File: config.mk
export PLATFORM = sky130hd
export DESIGN_NAME = scb_bridge
export DESIGN_NICKNAME = d
export VERILOG_FILES = /design/src/rtl/scb_pkg.sv /design/src/rtl/scb_esc_det.sv /design/src/rtl/scb_bridge.sv
export SDC_FILE = /design/constraint.sdc
export NUM_CORES = 1
export LEC_CHECK = 0
export ABC_AREA = 1
export BUFFER_PORTS_ARGS = -buffer_cell sky130_fd_sc_hd__buf_2
export CORE_MARGIN = 1.5
export CORE_UTILIZATION = 30
export DETAILED_ROUTE_END_ITERATION = 12
export SLEW_MARGIN = 20
export SYNTH_ARGS = -nofsm -noshare
export SYNTH_HDL_FRONTEND = slang
export SYNTH_SLANG_ARGS = --single-unit
File: constraint.sdc
create_clock -name ref_clk -period 2.51 [get_ports ref_clk]
set_clock_uncertainty 0.2 [all_clocks]
set_input_delay 0.1255 -clock ref_clk [delete_from_list [all_inputs] [get_ports ref_clk]]
set_output_delay 0.1255 -clock ref_clk [all_outputs]
set_load 0.05 [all_outputs]
File: src/rtl/scb_pkg.sv
// Package: constants for the serial channel bridge with escape detection
// Assumes a 50 MHz ref_clk; byte streams arrive as valid/data strobes
package scb_pkg;
    // ------------------------------------------------------------
    // Clock and timing
    // ------------------------------------------------------------
    localparam int CLK_HZ          = 50000000;
    localparam int GUARD_MS        = 1000;
    localparam int SPREAD_MS       = 2000;
    localparam int GUARD_CYC       = CLK_HZ / 1000 * GUARD_MS;
    localparam int SPREAD_CYC      = CLK_HZ / 1000 * SPREAD_MS;
    localparam int BLINK_MS        = 50;
    localparam int BLINK_CYC       = CLK_HZ / 1000 * BLINK_MS;
    localparam int ESC_COUNT       = 3;
    // ------------------------------------------------------------
    // Characters and reset values
    // ------------------------------------------------------------
    localparam logic [7:0] ESC_RS232_RST = 8'h2D;
    localparam logic [7:0] ESC_LOGIC_RST = 8'h26;
    localparam logic [7:0] CH_RESUME     = 8'h01;
    localparam logic [7:0] CH_LOGON      = 8'h05;
    localparam logic [1:0] PORT_RS232    = 2'h1;
    localparam logic [1:0] PORT_LOGIC    = 2'h2;
    // Notice selectors
    localparam logic [1:0] NOTE_NONE     = 2'h0;
    localparam logic [1:0] NOTE_ESCAPE   = 2'h1;
    localparam logic [1:0] NOTE_RESUME   = 2'h2;
    // Capture format codes
    localparam logic [1:0] CAP_OFF       = 2'h0;
    localparam logic [1:0] CAP_TEXT      = 2'h1;
    localparam logic [1:0] CAP_COLOUR    = 2'h2;
    localparam logic [1:0] CAP_RAW       = 2'h3;
    // Bridge mode
    typedef enum logic [1:0] {
        SCB_IDLE    = 2'b00,
        SCB_BRIDGE  = 2'b01,
        SCB_COMMAND = 2'b10
    } scb_mode_t;
endpackage

File: src/rtl/scb_esc_det.sv
// Escape guard detector for one serial port
// Assumes one-cycle byte strobes on ref_clk; idle timing counted in cycles
`timescale 1ns/1ps
module scb_esc_det
    import scb_pkg::*;
#(
    parameter int GUARD = scb_pkg::GUARD_CYC,
    parameter int SPREAD = scb_pkg::SPREAD_CYC
) (
    input  wire logic       ref_clk,
    input  wire logic       reset_n,
    input  wire logic       clk_en,
    input  wire logic       arm,
    input  wire logic       rx_valid,
    input  wire logic [7:0] rx_data,
    input  wire logic [7:0] esc_char,
    output logic            escape
);
    typedef enum logic [2:0] {
        ED_WAIT  = 3'b000,
        ED_GOT1  = 3'b001,
        ED_GOT2  = 3'b010,
        ED_POST  = 3'b011
    } scb_ed_t;
    typedef struct packed {
        scb_ed_t     st;
        logic [31:0] idle;
        logic [31:0] span;
        logic        escape;
    } scb_ed_state_t;
    scb_ed_state_t s, next_s;
    logic hit;

    always_comb begin
        next_s = s;
        hit = rx_valid && (rx_data == esc_char);
        next_s.escape = 1'b0;
        if (!(&s.idle)) begin
            next_s.idle = s.idle + 32'h1;
        end
        if (!(&s.span)) begin
            next_s.span = s.span + 32'h1;
        end
        if (rx_valid) begin
            next_s.idle = 32'h0;
        end
        case (s.st)
            ED_WAIT: begin
                if (hit && s.idle >= 32'(GUARD)) begin
                    next_s.st = ED_GOT1;
                    next_s.span = 32'h0;
                end
            end
            ED_GOT1, ED_GOT2: begin
                if (s.span >= 32'(SPREAD)) begin
                    next_s.st = ED_WAIT;
                end else if (hit) begin
                    next_s.st = (s.st == ED_GOT1) ? ED_GOT2 : ED_POST;
                end else if (rx_valid) begin
                    next_s.st = ED_WAIT;
                end
            end
            ED_POST: begin
                if (rx_valid) begin
                    next_s.st = ED_WAIT;
                end else if (s.idle >= 32'(GUARD)) begin
                    next_s.st = ED_WAIT;
                    next_s.escape = 1'b1;
                end
            end
            default: next_s.st = ED_WAIT;
        endcase
        if (!arm) begin
            next_s.st = ED_WAIT;
        end
    end

    always_ff @(posedge ref_clk) begin
        if (!reset_n) begin
            s <= '{st: ED_WAIT, idle: 32'h0, span: 32'h0, escape: 1'b0};
        end else if (clk_en) begin
            s <= next_s;
        end
    end
    assign escape = s.escape;
endmodule

File: src/rtl/scb_bridge.sv
// Serial channel bridge with guarded escape to command mode
// Assumes UARTs outside supply rx strobes and accept tx strobes with ready;
// nonvolatile copies are held in an outside store loaded at power-up.
//
// Functional notes
// - While bridged, each byte received on one channel goes out the other.
// - Bridged state is kept across power loss and resumes on power return.
// - While bridged, received bytes are never taken as commands.
// - Escape needs three escape characters close together, one second idle around.
// - After escape, stay in command mode until connect, resume, or disable.
// - On escape, send the notice that the resume character restores bridging.
// - Ctrl+A resumes with a resumed notice; Ctrl+E logs on to command mode.
// - Default escape characters are minus on RS232 and ampersand on logic serial.
// - Each port's escape character is set separately by port index 1 or 2.
// - Escape detection per port matches only that port's own character.
// - With rate detect on, a rate change on one channel goes to the other.
// - Bridged: LED 7 and 10 off, LED 8 RS232 rx, LED 9 logic rx.
// - Settings select text, colour or raw capture, or disable capture.
// - A startup batch at power-up overrides the retained bridged state.
// - Operator waits one second, sends three within two, waits one, expects notice.
`timescale 1ns/1ps
module scb_bridge
    import scb_pkg::*;
#(
    parameter int GUARD = scb_pkg::GUARD_CYC,
    parameter int SPREAD = scb_pkg::SPREAD_CYC,
    parameter int BLINK = scb_pkg::BLINK_CYC
) (
    input  wire logic       ref_clk,
    input  wire logic       reset_n,
    input  wire logic       clk_en,
    // RS232 channel byte streams
    input  wire logic       rs232_rx_valid,
    input  wire logic [7:0] rs232_rx_data,
    output logic            rs232_tx_valid,
    output logic [7:0]      rs232_tx_data,
    input  wire logic       rs232_tx_ready,
    // Logic-level serial channel byte streams
    input  wire logic       logic_rx_valid,
    input  wire logic [7:0] logic_rx_data,
    output logic            logic_tx_valid,
    output logic [7:0]      logic_tx_data,
    input  wire logic       logic_tx_ready,
    // Command interpreter side
    input  wire logic       cmd_connect,
    input  wire logic       cmd_disconnect,
    input  wire logic       cmd_set_esc,
    input  wire logic [1:0] cmd_esc_port,
    input  wire logic [7:0] cmd_esc_char,
    input  wire logic [1:0] cmd_capture,
    output logic            cmd_rx_valid,
    output logic [7:0]      cmd_rx_data,
    output logic            logon,
    // Nonvolatile store
    input  wire logic       nv_load,
    input  wire logic       nv_bridge,
    input  wire logic [7:0] nv_esc_rs232,
    input  wire logic [7:0] nv_esc_logic,
    input  wire logic       startup_batch_valid,
    input  wire logic       startup_batch_bridge,
    output logic            nv_write,
    output logic            nv_bridge_out,
    output logic [7:0]      nv_esc_rs232_out,
    output logic [7:0]      nv_esc_logic_out,
    // Rate detection
    input  wire logic       rate_detect_enable,
    input  wire logic       rs232_rate_chg,
    input  wire logic       logic_rate_chg,
    input  wire logic [3:0] rs232_rate,
    input  wire logic [3:0] logic_rate,
    output logic            rs232_rate_set,
    output logic            logic_rate_set,
    output logic [3:0]      rate_out,
    // Status
    output logic [1:0]      mode,
    output logic            capture_colour_enable,
    output logic            raw_capture_enable,
    output logic            capture_disable,
    output logic [3:0]      led_bar,
    output logic [1:0]      notice_req
);
    typedef struct packed {
        scb_mode_t   mode;
        logic [7:0]  esc1;
        logic [7:0]  esc2;
        logic        tx1_v;
        logic [7:0]  tx1_d;
        logic        tx2_v;
        logic [7:0]  tx2_d;
        logic        crx_v;
        logic [7:0]  crx_d;
        logic        logon;
        logic        nv_wr;
        logic        cap_col;
        logic        cap_raw;
        logic        cap_off;
        logic        rset1;
        logic        rset2;
        logic [3:0]  rate;
        logic [31:0] blink1;
        logic [31:0] blink2;
        logic [3:0]  leds;
        logic [1:0]  note;
    } scb_state_t;
    scb_state_t s, next_s;
    logic esc1_hit, esc2_hit, bridged;

    assign bridged = (s.mode == SCB_BRIDGE);

    scb_esc_det #(.GUARD(GUARD), .SPREAD(SPREAD)) u_det1 (
        .ref_clk(ref_clk), .reset_n(reset_n), .clk_en(clk_en), .arm(bridged),
        .rx_valid(rs232_rx_valid), .rx_data(rs232_rx_data), .esc_char(s.esc1),
        .escape(esc1_hit));
    scb_esc_det #(.GUARD(GUARD), .SPREAD(SPREAD)) u_det2 (
        .ref_clk(ref_clk), .reset_n(reset_n), .clk_en(clk_en), .arm(bridged),
        .rx_valid(logic_rx_valid), .rx_data(logic_rx_data), .esc_char(s.esc2),
        .escape(esc2_hit));

    always_comb begin
        next_s = s;
        next_s.crx_v = 1'b0;
        next_s.logon = 1'b0;
        next_s.nv_wr = 1'b0;
        next_s.note  = NOTE_NONE;
        next_s.rset1 = 1'b0;
        next_s.rset2 = 1'b0;
        if (rs232_tx_ready) begin
            next_s.tx1_v = 1'b0;
        end
        if (logic_tx_ready) begin
            next_s.tx2_v = 1'b0;
        end
        // ------------------------------------------------------------
        // Forwarding and command routing
        // ------------------------------------------------------------
        if (bridged) begin
            if (rs232_rx_valid) begin
                next_s.tx2_v = 1'b1;
                next_s.tx2_d = rs232_rx_data;
            end
            if (logic_rx_valid) begin
                next_s.tx1_v = 1'b1;
                next_s.tx1_d = logic_rx_data;
            end
        end else if (rs232_rx_valid || logic_rx_valid) begin
            next_s.crx_d = rs232_rx_valid ? rs232_rx_data : logic_rx_data;
            if (s.mode == SCB_COMMAND && next_s.crx_d == CH_RESUME) begin
                next_s.mode = SCB_BRIDGE;
                next_s.note = NOTE_RESUME;
            end else if (next_s.crx_d == CH_LOGON) begin
                next_s.logon = 1'b1;
            end else begin
                next_s.crx_v = 1'b1;
            end
        end
        // ------------------------------------------------------------
        // Escape and mode commands
        // ------------------------------------------------------------
        if (bridged && (esc1_hit || esc2_hit)) begin
            next_s.mode = SCB_COMMAND;
            next_s.note = NOTE_ESCAPE;
        end
        if (!bridged && cmd_connect) begin
            next_s.mode = SCB_BRIDGE;
            next_s.nv_wr = 1'b1;
        end
        if (!bridged && cmd_disconnect) begin
            next_s.mode = SCB_IDLE;
            next_s.nv_wr = 1'b1;
        end
        if (!bridged && cmd_set_esc) begin
            if (cmd_esc_port == PORT_RS232) begin
                next_s.esc1 = cmd_esc_char;
                next_s.nv_wr = 1'b1;
            end else if (cmd_esc_port == PORT_LOGIC) begin
                next_s.esc2 = cmd_esc_char;
                next_s.nv_wr = 1'b1;
            end
        end
        if (!bridged) begin
            next_s.cap_col = (cmd_capture == CAP_COLOUR);
            next_s.cap_raw = (cmd_capture == CAP_RAW);
            next_s.cap_off = (cmd_capture == CAP_OFF);
        end
        if (nv_load) begin
            next_s.mode = nv_bridge ? SCB_BRIDGE : SCB_IDLE;
            next_s.esc1 = nv_esc_rs232;
            next_s.esc2 = nv_esc_logic;
            if (startup_batch_valid) begin
                next_s.mode = startup_batch_bridge ? SCB_BRIDGE : SCB_IDLE;
                next_s.nv_wr = 1'b1;
            end
        end
        // ------------------------------------------------------------
        // Rate propagation
        // ------------------------------------------------------------
        if (bridged && rate_detect_enable) begin
            if (rs232_rate_chg) begin
                next_s.rate = rs232_rate;
                next_s.rset2 = 1'b1;
            end else if (logic_rate_chg) begin
                next_s.rate = logic_rate;
                next_s.rset1 = 1'b1;
            end
        end
        // ------------------------------------------------------------
        // Activity LEDs
        // ------------------------------------------------------------
        if (s.blink1 != 32'h0) begin
            next_s.blink1 = s.blink1 - 32'h1;
        end
        if (s.blink2 != 32'h0) begin
            next_s.blink2 = s.blink2 - 32'h1;
        end
        if (rs232_rx_valid) begin
            next_s.blink1 = 32'(BLINK);
        end
        if (logic_rx_valid) begin
            next_s.blink2 = 32'(BLINK);
        end
        next_s.leds = bridged ? {1'b0, next_s.blink2 != 32'h0, next_s.blink1 != 32'h0, 1'b0}
                              : 4'h0;
    end

    always_ff @(posedge ref_clk) begin
        if (!reset_n) begin
            s <= '0;
            s.mode <= SCB_IDLE;
            s.esc1 <= ESC_RS232_RST;
            s.esc2 <= ESC_LOGIC_RST;
            s.cap_off <= 1'b1;
        end else if (clk_en) begin
            s <= next_s;
        end
    end

    assign rs232_tx_valid        = s.tx1_v;
    assign rs232_tx_data         = s.tx1_d;
    assign logic_tx_valid        = s.tx2_v;
    assign logic_tx_data         = s.tx2_d;
    assign cmd_rx_valid          = s.crx_v;
    assign cmd_rx_data           = s.crx_d;
    assign logon                 = s.logon;
    assign nv_write              = s.nv_wr;
    // Bridge is the only mode code with bit 0 set
    assign nv_bridge_out         = s.mode[0];
    assign nv_esc_rs232_out      = s.esc1;
    assign nv_esc_logic_out      = s.esc2;
    assign rs232_rate_set        = s.rset1;
    assign logic_rate_set        = s.rset2;
    assign rate_out              = s.rate;
    assign mode                  = s.mode;
    assign capture_colour_enable = s.cap_col;
    assign raw_capture_enable    = s.cap_raw;
    assign capture_disable       = s.cap_off;
    assign led_bar               = s.leds;
    assign notice_req            = s.note;
endmodule

==> results.py, run 1 <==
metrics = {
    "outcome": {
        "status": "finished, final reports clean",
    },
    "synthesis": {
        "synthArstFlopShare": 0,
        "synthDistinctLibCells": 57,
        "seq_area_frac_synth": 0.335,
        "yosysTopAreaCellShare": 0.335,
        "yosys.area.top_type": "dfxtp_1",
        "ys.flop_type": "dfxtp_1",
        "synth_cells": 2361,
        "synth_common_cells": "513 x nand2_1, 340 x nor2_1, 258 x dfxtp_1, 246 x inv_1, 177 x nand3_1",
        "synth_area_um2": 15400,
        "ys_ff_latch": 258,
        "ys_top_cells_by_area": "dfxtp_1 33%, nand2_1 12%, nor2_1 8.3%",
        "syn_avg_cell_area_um2": 6.53,
        "synth_most_common_cell": "nand2_1",
        "synth-edff-count": 0,
        "yosysWarningCount": 0,
    },
    "hold_path": {
        "hp-start": "startup_batch_bridge",
        "hp-class": "in -> reg",
        "worstHoldEndpoint": "mode[0]",
        "worstHoldPathCells": 5,
    },
    "power_and_ir_drop": {
        "p_switching_uw": 3360,
        "vdd_drop_max_mv": 0.529,
        "p_int_uw": 7880,
        "power.total_uw": 11200,
        "clkPwrFrac": 0.433,
        "seqPwrFrac": 0.391,
        "p_leak_uw": 0.00808,
        "p_comb_frac": 0.176,
        "power_density_nw_per_um2": 586,
        "swShare": 0.299,
    },
    "sta": {
        "min_period_ns": 2.41,
        "period_share": 0.960,
        "rsz0062_at_grt": "yes",
        "slew_headroom": 0.511,
        "hold_viol": 0,
        "fin_ws_ns": 0.101,
        "fmax_ghz": 0.415,
        "worst_pin_slew_ns": 0.713,
        "setup_viol": 0,
        "drv_slew": 0,
    },
    "setup_path": {
        "arrival_ns": 2.69,
        "critPathLaunchType": "input port",
        "critPathMaxFanout": 11,
        "critPathCaptureType": "register",
        "r2r_end": "nv_esc_rs232_out[4]",
        "required_ns": 2.79,
        "rrSetupSlack_ns": 0.11,
        "critical_path_class": "in -> reg",
        "r2r_start": "mode[1]",
        "worstRegToRegCells": 10,
    },
    "place": {
        "gp_congestion": 0.916,
        "dp_hpwl_um": 36800,
        "pre_cts_ws_ns": 0.106,
        "dpl_cell_area_um2": 16800,
        "port_buffers": 129,
    },
    "cts": {
        "cts-root-buf": "clkbuf_16",
        "cts_max_level": 1,
        "clk_latency_ns": 0.60,
        "cts_tree": "built",
        "cts_buffers": 31,
        "cts_sinks": 258,
        "clockBufferDepth": 3,
        "clkTransAtPathRegs_ns": 0.06,
    },
    "cells_and_area": {
        "areaGrowthSynthToFinish_pct": 24.5,
        "final_cell_area_um2": 19200,
        "fin_nets": 2672,
        "final_layout_size_suffix_gt1_frac": 0.149,
    },
    "floorplanning": {
        "ios": 132,
        "die_y_um": 230,
        "dieArea_um2": 52800,
        "die_w_um": 230,
        "core_area_um2": 50500,
        "start_util": 0.305,
        "num_rows": 82,
    },
    "global_routing": {
        "grt_max_degree": 88,
        "grt_pass1_wl_um": 79600,
        "grt_overflow": 0,
        "grt_pass1_vias": 15400,
        "antenna_found_initial": 0,
        "grtUsageTotal": 0.184,
    },
    "routing": {
        "route.detailed.drc": 0,
        "vias": 16200,
        "drt_pre_antenna_iters": 6,
        "final_antenna_net_count": 0,
        "wl_per_cell_um": 15.2,
        "routed_wl_um": 49900,
        "dr.first_iter.drc_count": 1212,
        "vias_per_cell": 4.92,
    },
    "flow_run": {
        "cap_viol_max_count": 0,
    },
}
==> stage by stage <==
stage                     std cells   util  TNS [ns]  hold WS, ns
after global placement         3111  0.334         0        0.192
final                          3282  0.380         0       0.0788
after floorplan                2362      -         0       0.0283
after CTS                      3272  0.376         0     0.000697
after global routing           3281  0.380   -0.0293        0.129
after detailed placement       3111  0.334         0        0.188
==> logic make-up (layout without fill, tap and decap cells) <==
group	Yosys count	count (layout)	synth area share
other	1	3	0.000243
AND/OR/NAND/NOR	1246	1246	0.365
multiplexers	1	1	0.000649
XOR/XNOR	65	65	0.0369
AO/OA/AOI/OAI	382	382	0.137
flip-flops	258	258	0.335
buffers and inverters	390	637	0.111
adder cells (fa/ha/maj)	18	18	0.0146
==> worst max path at each step <==
| stage | start | end | slack [ns] | depth (start not counted) |
|---|---|---|---|---|
| after floorplan | u_det1.s[1] | u_det1.s[23] | 0.41 | 13 |
| after global routing | s[46] | led_bar[1] | -0.02 | 15 |
| after global placement | s[41] | led_bar[1] | 0.08 | 14 |
| after detailed placement | u_det1.s[1] | u_det1.s[13] | 0.11 | 14 |
| final | nv_load | nv_esc_rs232_out[3] | 0.10 | 10 |
| after CTS | mode[1] | nv_write | 0.05 | 8 |
==> final cells by class <==
class	instances	area, µm²
Tap cell	672	841
Antenna cell	1	2.50
Clock buffer	38	862
Multi-Input combinational cell	1714	8650
Sequential cell	258	5170
Clock inverter	19	248
Timing Repair Buffer	315	2430
Fill cell	5366	31300
Inverter	265	995
==> sequential cells by signal, indices dropped and copies added, names as in the netlist, 2 cells and up <==
name              count
mode                  2
u_det1.s             66
u_det2.s             66
nv_esc_logic_out      8
logic_tx_data         8
notice_req            2
cmd_rx_data           8
rate_out              4
nv_esc_rs232_out      8
s                    64
rs232_tx_data         8
led_bar               2
==> power by group through the flow <==
| stage | clock [µW] | combinational [µW] | sequential (µW) |
|---|---|---|---|
| after floorplan | 0 | 1220 | 4460 |
| after global routing | 5180 | 2170 | 4410 |
| final | 4870 | 1980 | 4390 |
| after global placement | 0 | 1780 | 4470 |
| after CTS | 5010 | 1920 | 4390 |
| after detailed placement | 0 | 1780 | 4480 |
==> critical path, cell delays in order <==
cell	delay (ns)
dlygate4sd3_1	0.52
buf_2	0.26
inv_1	0.06
buf_4	0.21
nand2_1	0.13
nand2_1	0.07
dlygate4sd3_1	0.56
nand2_1	0.08
o211ai_1	0.08
dlygate4sd3_1	0.59
==> cell usage in the layout, fill, tap and decap left out, drive strengths merged, types with 3 or more instances in the layout <==
master / Yosys / routed
o211ai: 17 / 17
o21bai: 3 / 3
dfxtp: 258 / 258
xor2: 41 / 41
or2: 6 / 6
ha: 18 / 18
bufinv: 0 / 5
dlygate4sd3: 0 / 104
nand3: 183 / 183
a2bb2oi: 3 / 3
a211oi: 10 / 10
nor3: 64 / 64
clkinvlp: 0 / 5
o21a: 7 / 7
nand2: 526 / 526
buf: 87 / 209
clkinv: 2 / 10
nor2: 362 / 362
xnor2: 24 / 24
a211o: 6 / 6
nor3b: 12 / 12
a21oi: 155 / 155
a31oi: 18 / 18
nor4: 24 / 24
inv: 263 / 264
nand3b: 7 / 7
o22ai: 4 / 4
clkbuf: 38 / 40
o21ai: 152 / 152
and2: 3 / 3
nand4: 55 / 55
==> timing repair <==
action / in CTS / in global routing
hold endpoints to repair: 112 / 0
hold buffers: 104 / 0
setup endpoints to repair: 0 / 37
buffers inserted: 0 / 7
gates resized for setup: 0 / 35
==> metal layers <==
metal | GRT usage | vias up | share of wire
li1 | - | 8135 | -
met1 | 0.245 | 7504 | 0.46
met2 | 0.307 | 446 | 0.46
met3 | 0.0269 | 70 | 0.055
met4 | 0.0492 | 0 | 0.018
met5 | 0 | - | 0
Note: power is estimated with default switching activity, not from simulation.
==> inputs of run 2 (changes only) <==
--- a/config.mk
+++ b/config.mk
@@ -6,7 +6,7 @@
 export NUM_CORES = 1
 export LEC_CHECK = 0
 export ABC_AREA = 1
-export BUFFER_PORTS_ARGS = -buffer_cell sky130_fd_sc_hd__buf_2
+export BUFFER_PORTS_ARGS = -buffer_cell sky130_fd_sc_hd__clkbuf_2
 export CORE_MARGIN = 1.5
 export CORE_UTILIZATION = 30
 export DETAILED_ROUTE_END_ITERATION = 12
==> results.py, run 2 (synthesized netlist as in run 1, its figures left out) <==
metrics = {
    "routing": {
        "dr.first_iter.drc_count": 998,
        "route.detailed.drc": 0,
        "drt_pre_antenna_iters": 5,
        "vias_per_cell": 4.92,
        "vias": 16000,
        "final_antenna_net_count": 0,
        "routed_wl_um": 49500,
        "wl_per_cell_um": 15.2,
    },
    "setup_path": {
        "required_ns": 2.73,
        "cpMaxStageDelayCell": "o31ai_4",
        "crit_path_cell_trace": "nor4_2 > and2_1 > nand3_2 > nand2_1 > nand2_1 > o31ai_4 > buf_12 > inv_1 > nand2_1 > nor2_1",
        "critPathMaxFanout": 16,
        "crit_start": "u_det2.s[61]",
        "critPathCaptureType": "register",
        "arrival_ns": 2.62,
        "critPathLaunchType": "register",
        "critical_path_class": "reg -> reg",
        "r2r_start": "u_det2.s[61]",
        "crit_path_max_incr_delay_ns": 0.39,
        "worst-path-buf-inv": 2,
        "cpLargestDelayFamily": "simple AND/OR/NAND/NOR gates",
        "cp_common_cell": "nand2_1",
    },
    "power_and_ir_drop": {
        "p_leak_uw": 0.00792,
        "power.total_uw": 11700,
        "power_density_nw_per_um2": 612,
        "vdd_drop_max_mv": 0.403,
    },
    "cells_and_area": {
        "fin_nets": 2649,
        "layout_common_cells": "506 x nand2_1, 321 x nor2_1, 254 x dfxtp_1",
        "fin_cells": 3261,
        "reg_top3": "u_det1.s x66, u_det2.s x66, s x64",
        "final_common_cell": "nand2_1",
        "final_cell_area_um2": 19100,
        "seqCellArea_um2": 5170,
        "final_layout_size_suffix_gt1_frac": 0.151,
        "multi_input_area_um2": 8720,
        "diodes": 0,
        "areaGrowthSynthToFinish_pct": 23.7,
        "filler_cell_count": 5362,
    },
    "global_routing": {
        "grt_max_degree": 65,
        "grt_overflow": 0,
        "grt_pass1_wl_um": 79200,
        "grtUsageTotal": 0.185,
        "grt_pass1_vias": 15300,
        "antenna_found_initial": 0,
    },
    "sta": {
        "setup_tns_ns": 0,
        "slew_headroom": 0.348,
        "hold_viol": 0,
        "min_period_ns": 2.40,
        "setup_viol": 0,
        "fmax_ghz": 0.416,
        "drv_slew": 0,
        "worst_pin_slew_ns": 0.977,
        "period_share": 0.958,
    },
    "cts": {
        "cts_sinks": 258,
        "clockBufferDepth": 3,
        "cts-root-buf": "clkbuf_16",
        "clk_latency_ns": 0.55,
        "cts_buffers": 36,
        "cts_tree": "built",
        "clkTransAtPathRegs_ns": 0.06,
        "cts_max_level": 2,
    },
    "floorplanning": {
        "die_y_um": 230,
        "core_area_um2": 50500,
        "ios": 132,
        "dieArea_um2": 52800,
        "num_rows": 82,
        "die_w_um": 230,
        "start_util": 0.305,
    },
    "hold_path": {
        "hp-start": "cmd_esc_port[0]",
        "hp-class": "in -> reg",
    },
    "flow_run": {
        "cap_viol_max_count": 0,
    },
    "place": {
        "port_buffers": 129,
        "dpl_cell_area_um2": 16700,
        "dp_cells": 3097,
        "dp_hpwl_um": 36300,
        "gp_congestion": 0.916,
    },
    "outcome": {
        "status": "finished, final reports clean",
    },
}
## run 2: final cells by class
type	instances	share of cell area
multi-input cells	1714	0.457
flip-flops and latches	258	0.271
repair buffers	287	0.111
clock buffers	54	0.0555
inverters	265	0.0522
well taps	672	0.0441
clock inverters	11	0.00892
## run 2: worst paths after layout
| path | slack [ns] | to | cells past startpoint |
|---|---|---|---|
| setup reg to reg | 0.11 | u_det2.s[31] | 10 |
| hold reg to reg | 0.27 | cmd_rx_data[3] | 2 |
| setup / recovery | 0.11 | u_det2.s[31] | 10 |
| hold / removal | 0.05 | nv_write | 6 |
## run 2: stage by stage
step	util	worst slack [ns]	hold WS [ns]
finish	0.378	0.105	0.0492
global route	0.378	-0.0126	0.152
CTS	0.373	0.00664	0.0313
detailed placement	0.331	-0.0815	0.164
global placement	0.331	-0.0291	0.151
floorplan	-	0.414	0.0283
## run 2: where the power goes
group	internal [µW]	switching, µW	total [µW]	leakage [µW]
clock	3330	2000	5330	0.000606
combinational	655	1290	1940	0.00521
sequential	4240	158	4400	0.00210
## run 2: timing repair
action                                 4_1_cts  5_1_grt
hold buffers                                89        0
endpoints found under the hold margin       87        0
pin swaps                                    0        6
resized for setup                            3       52
cloned                                       0        1
buffers inserted                             0        9
setup endpoints to repair                    6       53
## run 2: worst min-delay path, stage by stage
cell and delay (ns):
clkbuf_2 0.09, nor2_1 0.05, nor2_1 0.09, o21ai_0 0.19
nand2_1 0.11, a31oi_1 0.07
## run 2: per-layer routing
metal	routed length, µm	global-route usage
met3	3130	0.0401
met5	0	0
met1	22800	0.245
met4	1570	0.0690
met2	21900	0.294
